## src/inc/ivp_pkg.sv

```systemverilog
// ivp_pkg: register map, field positions, fuse decode and timing counts for vector placement
package ivp_pkg;

  // ----------------------------------------------------------------
  // register map (byte addresses on the register bus)
  // ----------------------------------------------------------------
  localparam logic [7:0]  IVP_ADDR_GIC     = 8'h00;   // general_interrupt_control
  localparam logic [7:0]  IVP_ADDR_STATUS  = 8'h04;   // block state, read only
  localparam logic [7:0]  IVP_ADDR_FUSE    = 8'h08;   // fuse and lock view, read only
  localparam logic [7:0]  IVP_ADDR_BASE    = 8'h0C;   // vector table base, read only
  localparam logic [7:0]  IVP_GIC_RESET    = 8'h00;

  // ----------------------------------------------------------------
  // field positions of general_interrupt_control
  // ----------------------------------------------------------------
  localparam int IVP_BIT_CHG  = 0;   // vector_change_enable
  localparam int IVP_BIT_SEL  = 1;   // vector_select
  localparam int IVP_BIT_IRQ2 = 5;   // ext_irq2_enable
  localparam int IVP_BIT_IRQ0 = 6;   // ext_irq0_enable
  localparam int IVP_BIT_IRQ1 = 7;   // ext_irq1_enable
  localparam logic [7:0] IVP_GIC_RW_MASK = 8'hE3;

  // ----------------------------------------------------------------
  // timing: the change window lasts four system cycles
  // ----------------------------------------------------------------
  localparam logic [2:0] IVP_WINDOW_CYCLES = 3'h4;

  // ----------------------------------------------------------------
  // flash word addresses
  // ----------------------------------------------------------------
  localparam logic [12:0] IVP_RESET_APP   = 13'h0000;
  localparam logic [12:0] IVP_VEC_OFFSET  = 13'h0002;
  // boot reset address per boot_size_fuses value 00,01,10,11
  localparam logic [12:0] IVP_BOOT_BASE_0 = 13'h1C00;   // 2 Kbyte boot section
  localparam logic [12:0] IVP_BOOT_BASE_1 = 13'h1E00;
  localparam logic [12:0] IVP_BOOT_BASE_2 = 13'h1F00;
  localparam logic [12:0] IVP_BOOT_BASE_3 = 13'h1F80;

  // axi response codes
  localparam logic [1:0] IVP_RESP_OKAY   = 2'h0;
  localparam logic [1:0] IVP_RESP_SLVERR = 2'h2;

  // boot section start from the size fuses
  function automatic logic [12:0] ivp_boot_base(input logic [1:0] sz);
    case (sz)
      2'h0:    ivp_boot_base = IVP_BOOT_BASE_0;
      2'h1:    ivp_boot_base = IVP_BOOT_BASE_1;
      2'h2:    ivp_boot_base = IVP_BOOT_BASE_2;
      default: ivp_boot_base = IVP_BOOT_BASE_3;
    endcase
  endfunction

endpackage

```

## src/rtl/ivp_top.sv

```systemverilog
// ivp_top: interrupt vector placement control with an AXI4-Lite register slave
//
// Overview of operation
// - With vector_select clear the vector table sits at the start of program flash.
// - With vector_select set the table moves to the boot section start given by the size fuses.
// - A new select value is taken only while change enable is set.
// - Change enable clears itself four cycles after being set, or when select is written.
// - Interrupts are blocked from the cycle change enable sets until the instruction after the select write completes.
// - Without a select write interrupts stay blocked exactly five cycles: the cycle of the write plus the four cycles of change enable.
// - The automatic blocking leaves the global interrupt enable flag alone.
// - Vectors in boot with the application-side lock programmed suppress interrupts while running in the application area.
// - Vectors in application with the boot-side lock programmed suppress interrupts while running in boot.
// - Boot reset off, 2 Kbyte boot, vectors moved: reset at zero, vectors from 1C02 to 1C28.
// - Boot reset on with 2 Kbyte boot: execution starts at 1C00.
// - Reset address is zero or the boot address; the table starts two words above the chosen base.
//
// Implementation choices: the register addresses and the AXI4-Lite interface to the registers.
`timescale 1ns/1ps
module ivp_top
  import ivp_pkg::*;
(
  input  wire logic        clk,
  input  wire logic        rst,
  // axi4-lite slave
  input  wire logic [7:0]  s_axi_awaddr,
  input  wire logic        s_axi_awvalid,
  output logic             s_axi_awready,
  input  wire logic [31:0] s_axi_wdata,
  input  wire logic [3:0]  s_axi_wstrb,
  input  wire logic        s_axi_wvalid,
  output logic             s_axi_wready,
  output logic [1:0]       s_axi_bresp,
  output logic             s_axi_bvalid,
  input  wire logic        s_axi_bready,
  input  wire logic [7:0]  s_axi_araddr,
  input  wire logic        s_axi_arvalid,
  output logic             s_axi_arready,
  output logic [31:0]      s_axi_rdata,
  output logic [1:0]       s_axi_rresp,
  output logic             s_axi_rvalid,
  input  wire logic        s_axi_rready,
  // fuses and lock bits
  input  wire logic        boot_reset_fuse,
  input  wire logic [1:0]  boot_size_fuses,
  input  wire logic        app_side_boot_lock,
  input  wire logic        boot_side_boot_lock,
  // core side
  input  wire logic [12:0] exec_pc,
  input  wire logic [4:0]  vec_index,
  input  wire logic        insn_done,
  output logic [12:0]      reset_addr,
  output logic [12:0]      vec_addr,
  output logic             irq_allow,
  output logic             ext_irq0_enable,
  output logic             ext_irq1_enable,
  output logic             ext_irq2_enable
);

  typedef struct packed {
    logic        aw_full;
    logic [7:0]  aw_addr;
    logic        w_full;
    logic [31:0] w_data;
    logic [3:0]  w_strb;
    logic        bvalid;
    logic [1:0]  bresp;
    logic        rvalid;
    logic [31:0] rdata;
    logic [1:0]  rresp;
    logic        vec_sel;
    logic [2:0]  irq_en;     // {irq1, irq0, irq2}
    logic [12:0] reset_addr;
    logic [12:0] vec_addr;
  } ivp_top_s;

  ivp_top_s st_r;
  ivp_top_s st_nxt;

  logic        chg_en;
  logic        win_block;
  logic        open_req;
  logic        sel_write;
  logic        wr_fire;
  logic [12:0] table_base;
  logic [12:0] reset_addr_c;
  logic [12:0] vec_addr_c;
  logic [7:0]  gic_view;

  // ----------------------------------------------------------------
  // helpers
  // ----------------------------------------------------------------
  // register view assembled in one place, used by reads only; writes take the fields straight from the data
  function automatic logic [7:0] gic_pack(input logic [2:0] en, input logic sel,
                                          input logic chg);
    logic [7:0] v;
    v = 8'h00;
    v[IVP_BIT_IRQ1] = en[2];
    v[IVP_BIT_IRQ0] = en[1];
    v[IVP_BIT_IRQ2] = en[0];
    v[IVP_BIT_SEL]  = sel;
    v[IVP_BIT_CHG]  = chg;
    gic_pack = v & IVP_GIC_RW_MASK;
  endfunction

  assign gic_view = gic_pack(st_r.irq_en, st_r.vec_sel, chg_en);

  // ----------------------------------------------------------------
  // write decode: a write commits once address and data are both held
  // ----------------------------------------------------------------
  assign wr_fire   = st_r.aw_full && st_r.w_full && !st_r.bvalid;
  // only byte lane 0 carries the control register
  assign open_req  = wr_fire && (st_r.aw_addr == IVP_ADDR_GIC) && st_r.w_strb[0]
                   && st_r.w_data[IVP_BIT_CHG];
  assign sel_write = wr_fire && (st_r.aw_addr == IVP_ADDR_GIC) && st_r.w_strb[0]
                   && !st_r.w_data[IVP_BIT_CHG];

  // ----------------------------------------------------------------
  // change window and interrupt gating
  // ----------------------------------------------------------------
  ivp_window u_window (
    .clk       (clk),
    .rst       (rst),
    .open_req  (open_req),
    .sel_write (sel_write),
    .insn_done (insn_done),
    .chg_en    (chg_en),
    .irq_block (win_block)
  );

  ivp_gate u_gate (
    .vec_sel             (st_r.vec_sel),
    .boot_reset_fuse     (boot_reset_fuse),
    .boot_size_fuses     (boot_size_fuses),
    .app_side_boot_lock  (app_side_boot_lock),
    .boot_side_boot_lock (boot_side_boot_lock),
    .exec_pc             (exec_pc),
    .vec_index           (vec_index),
    .window_block        (win_block),
    .reset_addr          (reset_addr_c),
    .table_base          (table_base),
    .vec_addr            (vec_addr_c),
    .irq_allow           (irq_allow)
  );

  // ----------------------------------------------------------------
  // next-state: bus channels, register updates, registered addresses
  // ----------------------------------------------------------------
  always_comb begin
    st_nxt = st_r;
    // accept address and data in either order, one of each at a time
    if (s_axi_awvalid && !st_r.aw_full) begin
      st_nxt.aw_full = 1'b1;
      st_nxt.aw_addr = s_axi_awaddr;
    end
    if (s_axi_wvalid && !st_r.w_full) begin
      st_nxt.w_full = 1'b1;
      st_nxt.w_data = s_axi_wdata;
      st_nxt.w_strb = s_axi_wstrb;
    end
    if (wr_fire) begin
      st_nxt.aw_full = 1'b0;
      st_nxt.w_full  = 1'b0;
      st_nxt.bvalid  = 1'b1;
      st_nxt.bresp   = IVP_RESP_OKAY;
      case (st_r.aw_addr)
        IVP_ADDR_GIC: begin
          if (st_r.w_strb[0]) begin
            st_nxt.irq_en = {st_r.w_data[IVP_BIT_IRQ1], st_r.w_data[IVP_BIT_IRQ0],
                             st_r.w_data[IVP_BIT_IRQ2]};
            // select only moves inside the window; stray writes leave it alone
            if (chg_en && !st_r.w_data[IVP_BIT_CHG]) begin
              st_nxt.vec_sel = st_r.w_data[IVP_BIT_SEL];
            end
          end
        end
        IVP_ADDR_STATUS, IVP_ADDR_FUSE, IVP_ADDR_BASE: begin
          st_nxt.bresp = IVP_RESP_OKAY;   // read-only, writes ignored
        end
        default: begin
          st_nxt.bresp = IVP_RESP_SLVERR;
        end
      endcase
    end
    if (st_r.bvalid && s_axi_bready) begin
      st_nxt.bvalid = 1'b0;
    end
    // reads answer one cycle after the address is taken
    if (s_axi_arvalid && !st_r.rvalid) begin
      st_nxt.rvalid = 1'b1;
      st_nxt.rresp  = IVP_RESP_OKAY;
      case (s_axi_araddr)
        IVP_ADDR_GIC:    st_nxt.rdata = {24'h00_0000, gic_view};
        IVP_ADDR_STATUS: st_nxt.rdata = {29'h0000_0000, irq_allow, win_block, chg_en};
        IVP_ADDR_FUSE:   st_nxt.rdata = {27'h000_0000, boot_side_boot_lock,
                                         app_side_boot_lock, boot_size_fuses,
                                         boot_reset_fuse};
        IVP_ADDR_BASE:   st_nxt.rdata = {19'h0_0000, table_base};
        default: begin
          st_nxt.rdata = 32'h0000_0000;
          st_nxt.rresp = IVP_RESP_SLVERR;
        end
      endcase
    end else if (st_r.rvalid && s_axi_rready) begin
      st_nxt.rvalid = 1'b0;
    end
    st_nxt.reset_addr = reset_addr_c;
    st_nxt.vec_addr   = vec_addr_c;
  end

  // ----------------------------------------------------------------
  // state register
  // ----------------------------------------------------------------
  always_ff @(posedge clk or posedge rst) begin
    if (rst) begin
      st_r <= '0;
    end else begin
      st_r <= st_nxt;
    end
  end

  // ----------------------------------------------------------------
  // outputs
  // ----------------------------------------------------------------
  assign s_axi_awready   = !st_r.aw_full;
  assign s_axi_wready    = !st_r.w_full;
  assign s_axi_bvalid    = st_r.bvalid;
  assign s_axi_bresp     = st_r.bresp;
  assign s_axi_arready   = !st_r.rvalid;
  assign s_axi_rvalid    = st_r.rvalid;
  assign s_axi_rdata     = st_r.rdata;
  assign s_axi_rresp     = st_r.rresp;
  // addresses are a cycle behind fuse or select changes
  assign reset_addr      = st_r.reset_addr;
  assign vec_addr        = st_r.vec_addr;
  assign ext_irq1_enable = st_r.irq_en[2];
  assign ext_irq0_enable = st_r.irq_en[1];
  assign ext_irq2_enable = st_r.irq_en[0];

endmodule

```

## src/rtl/ivp_window.sv

```systemverilog
// ivp_window: timed change window for the vector select bit and interrupt blocking
`timescale 1ns/1ps
module ivp_window
  import ivp_pkg::*;
(
  input  wire logic clk,
  input  wire logic rst,
  input  wire logic open_req,     // software wrote change enable to one
  input  wire logic sel_write,    // software wrote the register with change enable zero
  input  wire logic insn_done,    // core finished an instruction
  output logic      chg_en,       // change enable bit as seen by software
  output logic      irq_block     // interrupt acceptance blocked
);

  typedef struct packed {
    logic       chg;
    logic [2:0] cnt;
    logic       tail;     // waiting for the instruction after the select write
  } ivp_win_s;

  ivp_win_s st_r;
  ivp_win_s st_nxt;

  // ----------------------------------------------------------------
  // window sequencing
  // ----------------------------------------------------------------
  always_comb begin
    st_nxt = st_r;
    // the instruction after the select write must complete, not the write itself;
    // cleared first so a select write in the same cycle keeps the block set
    if (st_r.tail && insn_done) begin
      st_nxt.tail = 1'b0;
    end
    if (st_r.chg) begin
      st_nxt.cnt = st_r.cnt - 3'h1;
      if (sel_write) begin
        st_nxt.chg  = 1'b0;
        st_nxt.tail = 1'b1;
        st_nxt.cnt  = 3'h0;
      end else if (st_r.cnt == 3'h1) begin
        st_nxt.chg = 1'b0;
      end
    end
    // a fresh enable restarts the count
    if (open_req) begin
      st_nxt.chg = 1'b1;
      st_nxt.cnt = IVP_WINDOW_CYCLES;
    end
  end

  always_ff @(posedge clk or posedge rst) begin
    if (rst) begin
      st_r <= '0;
    end else begin
      st_r <= st_nxt;
    end
  end

  assign chg_en = st_r.chg;
  // blocked in the cycle the enable lands, so look at the request too
  assign irq_block = open_req | st_r.chg | st_r.tail;

endmodule

```

## src/rtl/ivp_gate.sv

```systemverilog
// ivp_gate: vector addressing and interrupt suppression from placement and lock bits
`timescale 1ns/1ps
module ivp_gate
  import ivp_pkg::*;
(
  input  wire logic        vec_sel,
  input  wire logic        boot_reset_fuse,     // 1 unprogrammed
  input  wire logic [1:0]  boot_size_fuses,
  input  wire logic        app_side_boot_lock,  // 0 programmed
  input  wire logic        boot_side_boot_lock, // 0 programmed
  input  wire logic [12:0] exec_pc,
  input  wire logic [4:0]  vec_index,
  input  wire logic        window_block,
  output logic [12:0]      reset_addr,
  output logic [12:0]      table_base,
  output logic [12:0]      vec_addr,
  output logic             irq_allow
);

  logic [12:0] boot_base;
  logic        in_boot;
  logic        lock_block;

  // ----------------------------------------------------------------
  // address arithmetic
  // ----------------------------------------------------------------
  assign boot_base  = ivp_boot_base(boot_size_fuses);
  assign reset_addr = boot_reset_fuse ? IVP_RESET_APP : boot_base;
  // table base is two words above zero or above the boot section start
  assign table_base = (vec_sel ? boot_base : IVP_RESET_APP) + IVP_VEC_OFFSET;
  assign vec_addr   = table_base + {7'h00, vec_index, 1'b0};

  // ----------------------------------------------------------------
  // suppression; the global enable flag is never touched here
  // ----------------------------------------------------------------
  assign in_boot    = exec_pc >= boot_base;
  assign lock_block = (vec_sel && !app_side_boot_lock && !in_boot)
                    | (!vec_sel && !boot_side_boot_lock && in_boot);
  assign irq_allow  = !(window_block | lock_block);

endmodule

```

## config.mk

```make
export PLATFORM = sky130hd
export DESIGN_NAME = ivp_top
export DESIGN_NICKNAME = d
export VERILOG_FILES = /design/src/inc/ivp_pkg.sv /design/src/rtl/ivp_top.sv /design/src/rtl/ivp_window.sv /design/src/rtl/ivp_gate.sv
export SDC_FILE = /design/constraint.sdc
export NUM_CORES = 1
export LEC_CHECK = 0
export CAP_MARGIN = 10
export CORE_MARGIN = 3
export CORE_UTILIZATION = 45
export CTS_CLUSTER_SIZE = 28
export DETAILED_ROUTE_END_ITERATION = 8
export DONT_BUFFER_PORTS = 1
export SYNTH_ARGS = -nofsm -noshare
export SYNTH_HDL_FRONTEND = slang
export SYNTH_SLANG_ARGS = --single-unit
```

## constraint.sdc

```tcl
create_clock -name clk -period 2.49 [get_ports clk]
set_clock_uncertainty 0.05 [all_clocks]
set_input_delay 0.3735 -clock clk [delete_from_list [all_inputs] [get_ports clk]]
set_output_delay 0.3735 -clock clk [all_outputs]
set_load 0.02 [all_outputs]
```

==> results of run 1 <==
placed cells by master (no fill, tap or decap), drive strengths merged, types with 5 or more instances in the layout:
cell and n:
nor2 9, inv 14, nand3 10, o31ai 5, conb 29, o21ai 9
nand2 30, dfrtp 54, clkbuf 6, ha 6, buf 5, nor2b 5
mux2 15
report_power, final:
group	switching, mW	total (mW)	internal, mW
registers	0.165	1.23	1.06
logic	0.254	0.463	0.209
clock network	0.259	0.474	0.215
worst max-delay path, delay by kind of cell (launching register included):
family,cells,cell delay (ns)
DFF,1,0.38
buffers and inverters,1,0.16
AOI/OAI and AO/OA,2,0.25
and+or+nand+nor,3,0.98
per-layer routing:
layer | vias up | global-route usage, % | routed length (um) | share of wire [%]
li1 | 746 | - | - | -
met4 | 0 | 4.317 | 61 | 1.2
met1 | 777 | 15.89 | 1855 | 37
met2 | 80 | 23.70 | 2518 | 50
met5 | - | 0 | 0 | 0
met3 | 7 | 6.968 | 556 | 11
logic make-up (layout without fill, tap and decap cells):
| family | count (synthesis) | after routing | share of synthesized area [%] |
|---|---|---|---|
| AO/OA/AOI/OAI | 27 | 27 | 6.183 |
| XOR/XNOR | 3 | 3 | 0.9410 |
| adder cells (fa/ha/maj) | 6 | 6 | 2.688 |
| buffers and inverters | 82 | 26 | 19.62 |
| flip-flops | 54 | 54 | 48.39 |
| multiplexers | 15 | 15 | 6.048 |
| other | 1 | 29 | 0.1343 |
| AND/OR/NAND/NOR | 81 | 81 | 16.00 |
metrics by stage:
| stage | area, um^2 | power, mW | utilization [%] | hold slack [ns] | worst slack [ns] |
|---|---|---|---|---|---|
| 2_1_floorplan | 2898 | 1.675 | - | 0.3829 | 0.3093 |
| 3_5_place_dp | 2534 | 1.713 | 42.54 | 0.1817 | 0.07725 |
| 5_1_grt | 2636 | 2.309 | 44.26 | 0.04762 | -0.1100 |
| 6_report | 2636 | 2.162 | 44.26 | 0.06888 | -0.009115 |
| 4_1_cts | 2626 | 2.191 | 44.10 | 0.06077 | 0.002415 |
| 3_3_place_gp | 2534 | 1.691 | 42.54 | 0.1799 | 0.1051 |
final cells by class:
cell class                      instances  share of cell area (%)
Clock buffer                            6                   3.132
Timing Repair Buffer                    6                   1.804
Tap cell                               75                   3.560
Sequential cell                        54                   51.26
Inverter                               14                   1.993
Multi-Input combinational cell        161                   38.25
sequential cells by signal, indices dropped and copies added, names as in the netlist:
register and cells:
ext_irq1_enable 1, ext_irq2_enable 1, u_window.chg_en 1, s_axi_rvalid 1, u_window.st_r 4, st_r 16, reset_addr 4, vec_addr 10
s_axi_bvalid 1, gic_view 1, s_axi_rdata 11, s_axi_bresp 1, ext_irq0_enable 1, s_axi_rresp 1
what timing repair did:
item                                    CTS  global route
endpoints found under the setup margin    1             1
pin swaps                                 1             2
hold endpoints to repair                 13             0
resized for setup                         0             2
hold buffers                              1             0
how the worst min path moves through the flow:
stage / depth (start not counted) / start / to
final: 1 / vec_index[0] / vec_addr[1]
after global routing: 1 / vec_index[0] / vec_addr[1]
after CTS: 1 / vec_index[0] / vec_addr[1]
after detailed placement: 1 / rst / vec_addr[8]
after global placement: 1 / rst / vec_addr[8]
after floorplan: 1 / vec_index[0] / vec_addr[1]
==> impl_metrics.yaml, run 1 <==
worst_setup_path:
  crit_start: "st_r[110]"
  required_ns: 2.07
  r2r_start: "st_r[110]"
  end_kind: "output pin"
  r2r_cells: 4
  cp_max_fo: 3
  critPathKind: "reg2out"
  cp_slowest_cell: "or4_4"
  r2r-end: "gic_view[1]"
  critical_path_arrival_ns: 2.08
  endpoint: "irq_allow"
  crit_chain: "or4_4, nor4_4, a211oi_2, o31ai_2, nor2_1, buf_4"
  critPathMaxStageDelay_ns: 0.56
  ff2ff_setup_slack_ns: 0.29
  crit_path_start_kind: "register"
synthesis:
  ys_seq_area_share_pct: 48.39
  postSynthAreaPerCell_um2: 10.38
  syn-cell-area_mm2: 0.002793
  ys.warnings.count: 0
  synth_top_area_cell: "dfrtp_1"
  synth-seq-cells: 54
  ys_top_cells_by_count: "buf_4, dfrtp_1, nand2_1"
  syn_inst: 269
  synthMostInstantiatedCell: "buf_4"
  synth_top_area_share_pct: 48.39
  synth_ff_type: "dfrtp_1"
  synthArstFlopShare_pct: 100.0
  ys_top_cells_by_area: "dfrtp_1, buf_4, mux2_2"
  synth_cell_types: 41
  synth_edf_count: 0
route:
  drt-wirelength-per-cell_um: 15.79
  ant_nets: 0
  vias_per_cell: 5.095
  vias: 1610
  wirelength_um: 4991
  drcViolationCount: 0
  dr.pass1.iters: 4
  drt-initial-drc-count: 53
sta:
  fin_ws_ns: -0.009115
  finalSetupViolations: 1
  finalHoldViolCount: 0
  min_period_over_period_pct: 100.4
  relSlewSlack_pct: 56.36
  tightest_slew_ns: 0.6533
  fmaxAchievable_ghz: 0.4001
  setup-tns-final_ns: -0.009115
  min_period_ns: 2.499
  slew_viol_final: 0
  rsz0062_at_grt: "yes"
pwr:
  peakVddDrop_uv: 500.9
  powerDensity_mw_per_mm2: 820.3
  leakage_nw: 1.270
global_routing:
  antenna_found_initial: 0
  grt_first_pass_wirelength_um: 7983
  grt_remaining_overflow: 0
  grt.total_usage_pct: 14.15
  first_global_vias: 1675
  grt_max_degree: 24
clock_network:
  cts_setup_buffers: 0
  root_buffer: "clkbuf_8"
  h-tree-depth: 2
  insertion_delay_ns: 0.30
  tritoncts: "done"
  clockBufferDepth: 2
  clkTransAtPathRegs_ns: 0.09
  cts_buffers: 5
  clock-sinks: 54
floorplan:
  initial_utilization_pct: 46.89
  ios: 154
  die_area_mm2: 0.007187
  core-area_mm2: 0.005956
  die_w_um: 84.78
  rows: 28
  die_y_um: 84.78
cells_and_area:
  multi_input_area_mm2: 0.001008
  fin_nets: 331
  ff_latch_area_mm2: 0.001351
  syn_to_final_growth_pct: -5.600
  fillers: 589
  layout.cells.non_filler: 316
  drive_above_1_share_pct: 14.52
  n_antenna_cell: 0
status:
  failed_checks: "negative setup slack"
  outcome: "complete, but fails checks"
hold_path:
  hold_path.class: "in2reg"
placed_design:
  placedCellCount: 309
  portBuffers: 0
  gp_congestion: 0.7566
  hpwl_um: 3973
flow_run:
  maxCapViolCount: 0
(Power assumes the default switching activity.)
==> inputs of run 2 (changes only) <==
Settings changed: CORE_ASPECT_RATIO set to 1.1.
==> run 2 against run 1 <==
Effect of this change:
- the flow still finishes with violations (negative setup slack)
- combinational power increased by 1%
- fmax about the same
- die area about the same
- flip-flop and latch count unchanged
- register-to-register slack got worse by 0.11 ns
- global-route usage decreased by 0.29 points
- total power increased by 1.3%
- hold slack got worse by 0.0043 ns
- sequential power about the same
- non-clock buffer count increased by 2
- utilization increased by 1.0 points
- critical endpoint unchanged
- largest cell class unchanged
==> impl_metrics.yaml, run 2 (synthesis gave the netlist of run 1 again) <==
floorplan:
  initial_utilization_pct: 47.51
  die_area_mm2: 0.007188
  rows: 29
  die_y_um: 88.62
  ios: 154
  die_w_um: 81.11
  core-area_mm2: 0.005878
cells_and_area:
  syn_to_final_growth_pct: -4.660
  fillers: 596
  fin_nets: 333
  largest_register: "st_r"
  largest_reg_flops: 16
  layout.cells.non_filler: 322
  mostFrequentLayoutCell: "dfrtp_1"
  n_antenna_cell: 0
  final_cell_mix: "dfrtp_1, nand2_1, conb_1, mux2_2, inv_1"
  drive_above_1_share_pct: 15.51
  postLayoutCoreUtil_pct: 45.30
worst_setup_path:
  r2r_start: "st_r[106]"
  required_ns: 2.07
  critPathKind: "reg2out"
  end_kind: "output pin"
  crit_start: "st_r[106]"
  cp_max_fo: 2
  crit_path_start_kind: "register"
  critical_path_arrival_ns: 2.08
clock_network:
  clock-sinks: 54
  clkTransAtPathRegs_ns: 0.09
  clockBufferDepth: 2
  root_buffer: "clkbuf_8"
  cts_buffers: 5
  h-tree-depth: 2
  tritoncts: "done"
  insertion_delay_ns: 0.30
sta:
  finalHoldViolCount: 0
  fmaxAchievable_ghz: 0.4002
  min_period_over_period_pct: 100.3
  rsz0062_at_grt: "yes"
  fin_ws_ns: -0.008534
  relSlewSlack_pct: 56.04
  slew_viol_final: 0
  finalSetupViolations: 1
  setup-tns-final_ns: -0.008534
  min_period_ns: 2.499
  tightest_slew_ns: 0.6581
pwr:
  peakVddDrop_uv: 489.3
  powerDensity_mw_per_mm2: 822.7
  leakage_nw: 1.285
route:
  ant_nets: 0
  drt-initial-drc-count: 30
  drt-wirelength-per-cell_um: 15.47
  vias: 1595
  drcViolationCount: 0
  dr.pass1.iters: 4
  vias_per_cell: 4.953
  wirelength_um: 4981
placed_design:
  placedCellCount: 311
  portBuffers: 0
  hpwl_um: 3878
  gp_congestion: 0.7650
  pre_cts_ws_ns: 0.1114
global_routing:
  first_global_vias: 1532
  grt_first_pass_wirelength_um: 7541
  grt_remaining_overflow: 0
  grt.total_usage_pct: 13.86
  grt_max_degree: 30
  antenna_found_initial: 0
hold_path:
  hold_path.class: "in2reg"
  worstHoldStart: "vec_index[0]"
status:
  failed_checks: "negative setup slack"
  outcome: "complete, but fails checks"
flow_run:
  maxCapViolCount: 0
run 2: cell count changes in the layout (fill, tap and decap cells not counted):
cell      previous run  this run
clkbuf_1             0         1
clkinv_2             0         1
buf_4                5         7
run 2: worst max-delay path, stage by stage, from the launching register on:
cell,delay (ns)
dfrtp_1,0.39
or4_4,0.55
nor4_4,0.34
a211oi_2,0.15
o31ai_2,0.10
nor2_1,0.08
buf_4,0.16
run 2: what timing repair did:
| item | 4_1_cts | 5_1_grt |
|---|---|---|
| resized for setup | 1 | 1 |
| pin swaps | 1 | 3 |
| gates cloned | 0 | 0 |
| hold buffers | 1 | 0 |
| endpoints found under the setup margin | 1 | 1 |
| hold endpoints to repair | 27 | 0 |
| buffers inserted | 0 | 2 |
run 2: layout make-up:
class | count | area, um^2 | share of cell area [%]
sequential | 54 | 1351 | 50.75
inverter | 14 | 52.55 | 1.974
multi-input combinational | 161 | 1008 | 37.88
clock inverter | 1 | 5.005 | 0.1880
clock buffer | 7 | 86.33 | 3.242
tap | 77 | 96.34 | 3.618
timing repair buffer | 8 | 62.56 | 2.350
run 2: path summary, 6_finish.rpt:
kind                                    to  slack (ns)  cells past startpoint
setup / recovery                 irq_allow      -0.009                      6
hold / removal                 vec_addr[1]        0.06                      1
setup reg to reg               gic_view[1]        0.18                      5
hold reg to reg            ext_irq1_enable        0.43                      2
max in group asynchronous        st_r[105]        1.17                      3
min in group asynchronous     vec_addr[11]        0.54                      2
run 2: where the power goes:
group | internal, mW | total (mW) | switching (mW)
sequential | 1.06 | 1.23 | 0.169
clock | 0.225 | 0.493 | 0.268
combinational | 0.215 | 0.469 | 0.254
total | 1.50 | 2.19 | 0.691
run 2: metal layers:
metal  vias up  track usage, %  share of wire [%]
li1        755               -                  -
met1       766           16.35                 39
met2        72           22.11                 49
met3         2           7.026                 12
met4         0           4.301               0.58
met5         -               0                  0
run 2: through the flow:
stage | power [mW] | hold slack, ns | cell area (um^2)
5_1_grt | 2.341 | 0.04571 | 2663
3_5_place_dp | 1.712 | 0.3144 | 2536
4_1_cts | 2.218 | 0.05281 | 2643
2_1_floorplan | 1.675 | 0.3829 | 2898
6_report | 2.190 | 0.06462 | 2663
3_3_place_gp | 1.693 | 0.3156 | 2536
